--- config.mk ---
export PLATFORM = sky130hd
export DESIGN_NAME = sgp_port
export DESIGN_NICKNAME = d
export VERILOG_FILES = /design/src/design/sgp_wake_detect.v /design/src/design/sgp_port.v
export VERILOG_INCLUDE_DIRS = /design/src /design/src/design
export SDC_FILE = /design/constraint.sdc
export NUM_CORES = 1
export LEC_CHECK = 0
export BUFFER_PORTS_ARGS = -buffer_cell sky130_fd_sc_hd__buf_2
export CAP_MARGIN = 20
export CORE_AREA = 2 2 50 98
export DETAILED_ROUTE_END_ITERATION = 7
export DIE_AREA = 0 0 52 100
export PLACE_DENSITY = 0.76
export RECOVER_POWER = 25
export REMOVE_ABC_BUFFERS = 1
export SLEW_MARGIN = 20
export SYNTH_ARGS = -nofsm -noshare
export SYNTH_HDL_FRONTEND = slang
export SYNTH_HIERARCHICAL = 1
export SYNTH_SLANG_ARGS = --single-unit
--- constraint.sdc ---
create_clock -name clock -period 1.96 [get_ports clock]
set_input_delay 0.098 -clock clock [delete_from_list [all_inputs] [get_ports clock]]
set_output_delay 0.098 -clock clock [all_outputs]
set_load 0.03 [all_outputs]
--- src/design/sgp_regs.vh ---
// Register offsets, field positions, reset values and mode codes of the
// six-pin port.
// Assumes a core that reaches these registers over a plain strobe port.
`ifndef SGP_REGS_VH
`define SGP_REGS_VH

// ========================================
// Register offsets
`define SGP_ADDR_STATUS 8'h03
`define SGP_ADDR_PORT 8'h06
`define SGP_ADDR_DIR 8'h10
`define SGP_ADDR_OPTION 8'h11
`define SGP_ADDR_CTRL 8'h12

// ========================================
// Field positions
`define SGP_STAT_WAKE_BIT 7
`define SGP_OPT_WAKE_DIS_BIT 7
`define SGP_OPT_PU_DIS_BIT 6
`define SGP_CTRL_SLEEP_BIT 0
`define SGP_CTRL_TIMER_CLK_BIT 1
`define SGP_CTRL_MASTER_CLEAR_BIT 2
`define SGP_CTRL_PROG_BIT 3

// ========================================
// Reset values
`define SGP_DIR_RESET 6'h3f
`define SGP_OPTION_RESET 8'hff
`define SGP_CTRL_RESET 8'h04

// ========================================
// Oscillator mode codes
`define SGP_OSC_LOW_POWER_CRYSTAL 2'h0
`define SGP_OSC_CRYSTAL 2'h1
`define SGP_OSC_INTRC 2'h2
`define SGP_OSC_EXTRC 2'h3

// ========================================
// Bus operation codes
`define SGP_OP_NONE 2'h0
`define SGP_OP_BIT_SET 2'h1
`define SGP_OP_BIT_CLEAR 2'h2

`endif

--- src/design/sgp_wake_detect.v ---
// Pin-change detector for the wake-capable pins.
// Assumes pin levels synchronous to clock; arms on entry to sleep.
`include "sgp_regs.vh"

module sgp_wake_detect (
	// Clock and reset
	input wire clock,
	input wire rst,
	// Control
	input wire arm,
	input wire enable,
	// Pins watched
	input wire [2:0] pins,
	// Result
	output reg change
);

	reg [2:0] ref_reg;

	// ========================================
	// Reference is taken while not armed, so only later changes count.
	always @(posedge clock or posedge rst) begin
		if (rst) begin
			ref_reg <= 3'h0;
			change <= 1'b0;
		end else begin
			if (!arm)
				ref_reg <= pins;
			change <= arm && enable && (pins != ref_reg);
		end
	end

endmodule

--- src/design/sgp_port.v ---
// Six-pin port with direction, weak pull-ups, alternates and wake flag.
// Assumes a core on a plain strobe port and pins synchronous to clock.
//
// Operation
// Pins zero, one, three have software-selectable weak pull-ups.
// If enabled, a level change on pins zero, one, three wakes from sleep.
// Pin two is I/O or, alternatively, the external timer clock input.
// Pin three is input only, shared with master clear and Vpp.
// With master clear selected, low on pin three resets the device.
// With master clear selected, pin three pull-up is forced on.
// Pin four is crystal output in the two crystal modes, else I/O.
// Pin five is I/O only in internal RC mode, else clock input.
// In serial programming, pin one is clock, pin zero is data.
// Wake flag bit 7 set by wake reset, cleared by other resets.
// Unimplemented port register bits read as zero.
// Bit set or clear reads pins, modifies, writes all latches.
// Input pins take their sampled level into the latch then.
// External parts must not fight a pin the device drives.
// Writes land at cycle end; reads sample pins at cycle start.
// Direction bit one means input, zero means output.
// Option bits 7 and 6 disable wake-on-change and pull-ups.
//
// Strobed register access was decided locally.
`include "sgp_regs.vh"

module sgp_port (
	// Clock and reset
	input wire clock,
	input wire rst,
	input wire wake_reset,
	// Register port
	input wire [7:0] addr,
	input wire [7:0] wdata,
	input wire wr_en,
	input wire rd_en,
	input wire [1:0] rmw_op,
	input wire [2:0] rmw_bit,
	output reg [7:0] rdata,
	// Configuration
	input wire [1:0] osc_mode,
	// Pins
	input wire [5:0] pin_in,
	output wire [5:0] pin_out,
	output wire [5:0] pin_oe,
	output wire [5:0] pullup_en,
	// Alternate functions
	output wire timer_ext_clock_in,
	output wire osc_input,
	output wire osc_pin_output_sel,
	output wire prog_clock,
	output wire prog_data_in,
	output wire master_clear_reset,
	output reg wake_request
);

	reg [5:0] latch_reg;
	reg [5:0] dir_reg;
	reg [7:0] option_reg;
	reg [7:0] ctrl_reg;
	reg wake_flag_reg;
	reg [5:0] pin_sample_reg;
	reg [5:0] rmw_next;
	wire change;
	wire sleeping;
	wire wake_en;
	wire pu_en;
	wire master_clear_en;
	wire prog_mode;
	wire crystal;

	// ========================================
	// Returns the pin image with one bit forced to a value.
	function [5:0] sgp_set_bit;
		input [5:0] img;
		input [2:0] idx;
		input val;
		integer i;
		begin
			sgp_set_bit = img;
			for (i = 0; i < 6; i = i + 1)
				if (idx == i[2:0])
					sgp_set_bit[i] = val;
		end
	endfunction

	assign sleeping = ctrl_reg[`SGP_CTRL_SLEEP_BIT];
	assign master_clear_en = ctrl_reg[`SGP_CTRL_MASTER_CLEAR_BIT];
	assign prog_mode = ctrl_reg[`SGP_CTRL_PROG_BIT];
	assign wake_en = ~option_reg[`SGP_OPT_WAKE_DIS_BIT];
	assign pu_en = ~option_reg[`SGP_OPT_PU_DIS_BIT];
	assign crystal = (osc_mode == `SGP_OSC_CRYSTAL) ||
		(osc_mode == `SGP_OSC_LOW_POWER_CRYSTAL);

	// ========================================
	// Pin drivers. Pins one, two, four, five lose drive to their alternates; pin three never drives.
	assign pin_out = {latch_reg[5:4], 1'b0, latch_reg[2:0]};
	assign pin_oe[0] = ~dir_reg[0];
	assign pin_oe[1] = ~dir_reg[1] & ~prog_mode;
	assign pin_oe[2] = ~dir_reg[2] &
		~ctrl_reg[`SGP_CTRL_TIMER_CLK_BIT];
	assign pin_oe[3] = 1'b0;
	assign pin_oe[4] = ~dir_reg[4] & ~crystal;
	assign pin_oe[5] = ~dir_reg[5] &
		(osc_mode == `SGP_OSC_INTRC);

	// ========================================
	// Weak pull-ups.
	assign pullup_en[0] = pu_en;
	assign pullup_en[1] = pu_en;
	assign pullup_en[2] = 1'b0;
	assign pullup_en[3] = pu_en | master_clear_en;
	assign pullup_en[4] = 1'b0;
	assign pullup_en[5] = 1'b0;

	// ========================================
	// Alternate function taps.
	assign timer_ext_clock_in = pin_in[2];
	assign osc_input = pin_in[5];
	assign osc_pin_output_sel = crystal;
	assign prog_clock = prog_mode & pin_in[1];
	assign prog_data_in = prog_mode & pin_in[0];
	// Combinational so the reset acts in the cycle the pin falls.
	assign master_clear_reset = master_clear_en & ~pin_in[3];

	// ========================================
	// Pins are sampled at the start of the cycle; reads use this image.
	always @(posedge clock or posedge rst) begin
		if (rst)
			pin_sample_reg <= 6'h00;
		else
			pin_sample_reg <= pin_in;
	end

	// Read-modify-write takes every pin level, inputs included.
	always @* begin
		rmw_next = pin_sample_reg;
		if (rmw_op == `SGP_OP_BIT_SET)
			rmw_next = sgp_set_bit(pin_sample_reg, rmw_bit, 1'b1);
		else if (rmw_op == `SGP_OP_BIT_CLEAR)
			rmw_next = sgp_set_bit(pin_sample_reg, rmw_bit, 1'b0);
	end

	// ========================================
	// Register writes land at the clock edge closing the cycle.
	always @(posedge clock or posedge rst) begin
		if (rst) begin
			latch_reg <= 6'h00;
			dir_reg <= `SGP_DIR_RESET;
			option_reg <= `SGP_OPTION_RESET;
			ctrl_reg <= `SGP_CTRL_RESET;
		end else begin
			if (wr_en && addr == `SGP_ADDR_PORT &&
				rmw_op != `SGP_OP_NONE)
				latch_reg <= rmw_next;
			else if (wr_en && addr == `SGP_ADDR_PORT)
				latch_reg <= wdata[5:0];
			if (wr_en && addr == `SGP_ADDR_DIR)
				dir_reg <= wdata[5:0];
			if (wr_en && addr == `SGP_ADDR_OPTION)
				option_reg <= wdata;
			if (wr_en && addr == `SGP_ADDR_CTRL)
				ctrl_reg <= {4'h0, wdata[3:0]};
			else if (change)
				ctrl_reg[`SGP_CTRL_SLEEP_BIT] <= 1'b0;
		end
	end

	// ========================================
	// Wake flag survives only through the wake reset.
	always @(posedge clock or posedge rst) begin
		if (rst)
			wake_flag_reg <= 1'b0;
		else if (wake_reset)
			wake_flag_reg <= 1'b1;
		else if (wr_en && addr == `SGP_ADDR_STATUS)
			wake_flag_reg <= wdata[`SGP_STAT_WAKE_BIT];
	end

	// The pulse asks the reset controller for a wake reset.
	always @(posedge clock or posedge rst) begin
		if (rst)
			wake_request <= 1'b0;
		else
			wake_request <= change;
	end

	sgp_wake_detect u_wake (
		.clock(clock),
		.rst(rst),
		.arm(sleeping),
		.enable(wake_en),
		.pins({pin_in[3], pin_in[1:0]}),
		.change(change)
	);

	// ========================================
	// Read data, one cycle after the strobe.
	always @(posedge clock or posedge rst) begin
		if (rst)
			rdata <= 8'h00;
		else if (rd_en) begin
			case (addr)
			`SGP_ADDR_PORT: rdata <= {2'h0, pin_sample_reg};
			`SGP_ADDR_STATUS: rdata <= {wake_flag_reg, 7'h00};
			`SGP_ADDR_DIR: rdata <= {2'h0, dir_reg};
			`SGP_ADDR_OPTION: rdata <= option_reg;
			`SGP_ADDR_CTRL: rdata <= ctrl_reg;
			default: rdata <= 8'h00;
			endcase
		end else
			rdata <= 8'h00;
	end

endmodule

---- After elaboration in Yosys (flattened, before gate mapping) ----
Index checks and enable logic that the tools add are counted.
storage, ports and cells
  flip-flop bits (word level) ............. 44
  latch bits .............................. 0
  bits in writable memories ............... 0
  memory bits (read-only) ................. 0
  input port bits ......................... 34
  output and inout port bits .............. 33
  word-level logic and storage cells ...... 82
  memories kept ........................... 0
operators by class
  add/sub/neg operators ................... 0
  multipliers ............................. 0
  divide/modulo/power cells ............... 0
  magnitude comparators ................... 0
  eq/ne operators ......................... 15
  shift-type cells ........................ 0
  mux-type cells .......................... 22
  bitwise operators ....................... 19
  reduce and logical (&&, ||, !) cells .... 15
operator list
  operator                                       number
  case mux 8 bit (5 select lines)                1
  == test 8 x 5 -> 1 bit, second input constant  3
  2-to-1 mux 6 bit                               4
  2-to-1 mux 1 bit                               16
  inverter 1 bit                                 11
  == test 8 x 2 -> 1 bit, second input constant  1
  == test 8 x 3 -> 1 bit, second input constant  1
  logical AND 1 bit                              8
  2-to-1 mux 8 bit                               1
  nonzero test 2 bit                             4
  bitwise AND 1 bit                              7
  == test 3 x 2 -> 1 bit, second input constant  2
  == test 3 bit, second input constant           2
  == test 2 x 1 -> 1 bit, second input constant  2
  == test 2 bit, second input constant           2
  == test 3 x 1 -> 1 bit, second input constant  1
  zero test 3 bit                                1
  != test 3 bit                                  1
  zero test 2 bit                                1
  logical OR 1 bit                               1
  bitwise OR 1 bit                               1

---- Depth between registers and ports, before layout ----
  depth after elaboration ................. 5
  gate-level depth with buffers ........... 5
  mapped depth without buffers ............ 4

---- Hierarchy ----
The synthesis kept the hierarchy.
modules (own cells, without submodules)
  module           times used  cells each  area each (µm²)  sequential area each (µm²)
  sgp_port         1           170         1,985.7          994.7
  sgp_wake_detect  1           13          173.9            100.1

---- Worst setup path before layout ----
Ideal clock, no wire load.
  kind .................................... input-to-reg
  from .................................... input port addr[5]
  to ...................................... register latch_reg[0]
  data arrival time ....................... 1.445 ns
  required time ........................... 1.835 ns
  setup slack ............................. 0.390 ns
  cell stages on the path ................. 5
  buffers on the path ..................... 1
  cell sequence ........................... or4_4 -> and4bb_1 -> buf_4 -> nand2_4 -> mux2_4
on the way
  longest elaborated chain between the ends .. 4
  elaborated cells between the ends (all ways) .. 5
  those cells by class .................... eq/ne: 1; mux: 1; reduce/logical: 3
ends and longest elaborated chain
  item                                                           RTL line        source
  start: declaration                                             sgp_port.v:32   input wire [7:0] addr,
  == test 8 x 3 -> 1 bit *                                       -
  logical AND 1 bit (no source line) *                           -
  logical AND 1 bit (no source line)                             -
  2-to-1 mux 6 bit / nonzero test 2 bit (equally long branches)  -
  end signal: assignment                                         sgp_port.v:154  latch_reg <= rmw_next;
  end signal: assignment                                         sgp_port.v:156  latch_reg <= wdata[5:0];
  end: declaration                                               sgp_port.v:56   reg [5:0] latch_reg;
Mark *: on every way between the ends. The rest lies on a longest branch, timed or not.
A chain may end at the register's enable or synchronous reset.

---- Final worst setup path ----
  from .................................... input port addr[5]
  to ...................................... register ctrl_reg[3]
on the way
  longest elaborated chain between the ends .. 2
ends and longest elaborated chain
  item                                RTL line        source
  == test 8 x 5 -> 1 bit              -
  logical AND 1 bit (no source line)  -
  end signal: assignment              sgp_port.v:150  ctrl_reg <= `SGP_CTRL_RESET;
  end signal: assignment              sgp_port.v:162  ctrl_reg <= {4'h0, wdata[3:0]};
  end: declaration                    sgp_port.v:59   reg [7:0] ctrl_reg;
Every way passes these cells.

==> impl_metrics.yaml <==
setup_path:
  timing.critical_path.cells: "buf_2, or4_4, nor2_4, and3_1, mux2_1"
  ff2ff_path_depth: 3
  path_delay_family: "simple AND/OR/NAND/NOR gates"
  crit_arrival_ns: 1.60
  cp-end-kind: "register"
  reg2reg_to: "latch_reg[2]"
  cp-start-kind: "primary input"
  slowest_delay_ns: 0.58
  criticalPathCategory: "primary input to register"
  path_buf_inv: 1
  required_ns: 2.14
  cpMaxStageDelayCell: "or4_4"
  reg2reg_setup_slack_ns: 0.81
  cp_max_fo: 6
  rr_startpoint: "pin_sample_reg[2]"
timing:
  fmax_mhz: 705
  whs_ns: 0.00157
  finClkSkew_ns: 0.00776
  worst_pin_slew_ns: 0.941
  finalSetupViolCount: 0
  relSlewSlack_pct: 37.3
  hold_violations: 0
  drv_slew: 0
  min_period_over_period_pct: 72.3
  min_period_ns: 1.42
  rsz0062_at_grt: "no"
  fin_tns_setup_ns: 0
  fin_ws_ns: 0.542
layout:
  multiInputGateArea_um2: 958
  finalInstanceArea_mm2: 0.00264
  fillers: 393
  final_common_cell: "buf_2"
  fin_nets: 286
  drive_above_1_share_pct: 39.9
  diodes: 0
  area_growth_pct: 22.1
  final_util_pct: 58.4
  stdcell_count: 308
  mostFrequentLayoutCells: "buf_2, dfrtp_1, mux2_1, dfstp_2, nor2_1"
  regArea_mm2: 0.00109
clock_network:
  clk_latency_ns: 0.29
  cts_buffers: 5
  cts_sinks: 43
  root_buffer: "clkbuf_8"
  cts_buffer_depth: 2
  clk_pin_slew_ns: 0.07
  cts_max_level: 2
  cts_tree: "done"
placed_design:
  hpwl_um: 3430
  post-place-ws_ns: 0.216
  post-place-cells: 293
  placed_cell_area_mm2: 0.00248
  port_buffers: 61
  finalWeightedCongestion: 0.827
die:
  die-height_um: 100
  die_area_mm2: 0.00520
  core_mm2: 0.00451
  die_width_um: 52
  ios: 67
  num_rows: 35
  start_util_pct: 47.9
route:
  via_per_inst: 5.17
  avgRoutedWirePerCell_um: 14.4
  vias: 1591
  drtPass1Iterations: 4
  ant_nets: 0
  drt_iter0_drc: 18
  drt-total-wl_um: 4420
  drc: 0
power:
  power_mw: 1.78
  leakage_nw: 1.29
  power_density_mw_per_mm2: 676
  ir_drop_mv: 0.512
yosys:
  synthArstFlopShare_pct: 100
  netlist_area_mm2: 0.00216
  synth-seq-cells: 43
  synth_edf_count: 0
  synth_warnings: 6
  seq_area_frac_synth_pct: 50.7
  synth_cell_types: 44
  netlist_instances: 183
  synth-main-ff-cell: "dfrtp_1"
  avgSynthCellArea_um2: 11.8
global_route:
  grt_pass1_wl_um: 7130
  grt_use_total_pct: 18.3
  grt_max_degree: 40
  antenna_found_initial: 0
  grt_pass1_vias: 1550
  grt_overflow: 0
worst_hold_path:
  min_path_type: "primary input to register"
  min-delay-start: "wake_reset"
  hold_end: "wake_flag_reg"
  hold_depth: 2
flow_run:
  maxCapViolations: 0
outcome:
  outcome: "finished, final reports clean"
-- power breakdown --
| group | switching [mW] | leakage (nW) | internal, mW |
|---|---|---|---|
| sequential | 0.0257 | 0.519 | 0.933 |
| clock | 0.277 | 0.0482 | 0.284 |
| combinational | 0.157 | 0.726 | 0.104 |
-- how the worst max path moves through the flow --
| stage | from | endpoint | slack (ns) | cells after the start |
|---|---|---|---|---|
| finish | addr[5] | ctrl_reg[3] | 0.54 | 5 |
| global route | addr[5] | ctrl_reg[0] | 0.49 | 5 |
| CTS | addr[5] | ctrl_reg[3] | 0.53 | 5 |
| detailed placement | addr[5] | ctrl_reg[3] | 0.22 | 5 |
| global placement | addr[5] | ctrl_reg[3] | 0.25 | 5 |
| floorplan | addr[5] | latch_reg[0] | 0.33 | 4 |
-- routing by layer --
metal  part of all wire, %  wire length, um  vias up  global-route usage [%]
li1                      -                -      770                       -
met1                    38             1690      756                    20.7
met2                    53             2370       54                    32.5
met3                   5.3              235       11                    3.27
met4                   2.9              130        0                    7.69
met5                     0                0        -                       0
-- cells in the mapped netlist (3+ instances only) --
library cell | n | share of area (%)
dfrtp_1 | 28 | 32
mux2_1 | 17 | 8.9
dfstp_2 | 15 | 18
nor2_1 | 14 | 2.4
buf_4 | 10 | 3.5
a21oi_1 | 9 | 2.1
inv_1 | 9 | 1.6
and2_1 | 6 | 1.7
mux2_2 | 6 | 3.1
mux2_4 | 5 | 3.5
nand2_1 | 5 | 0.87
mux2i_1 | 4 | 1.9
nor2b_1 | 4 | 1.2
nor3_1 | 4 | 0.93
o21ai_1 | 4 | 0.93
nand2b_1 | 3 | 0.87
nand3b_1 | 3 | 1.0
nor3b_1 | 3 | 1.0
o32ai_1 | 3 | 1.2
xnor2_1 | 3 | 1.2
-- area by class of cell --
cell class                      instances  area share [%]
Sequential cell                        43            41.5
Multi-Input combinational cell        122            36.4
Timing Repair Buffer                   71            14.8
Clock buffer                            7            3.27
Tap cell                               55            2.61
Inverter                                9            1.28
Clock inverter                          1           0.190
-- kinds of logic (layout without fill, tap and decap cells) --
kind of cell | count (synthesis) | in the layout | share of synthesized area [%]
flip-flops | 43 | 43 | 50.7
other | 1 | 5 | 0.174
XOR/XNOR | 3 | 3 | 1.22
buffers and inverters | 22 | 88 | 5.62
AO/OA/AOI/OAI | 30 | 30 | 9.39
AND/OR/NAND/NOR | 52 | 52 | 15.6
multiplexers | 32 | 32 | 17.3
-- repair_timing --
action,CTS,global route
endpoints found under the setup margin,0,0
resized for setup,0,0
hold endpoints to repair,34,0
hold buffers,7,0
buffers inserted,0,0
Note: power is estimated with default switching activity, not from simulation.
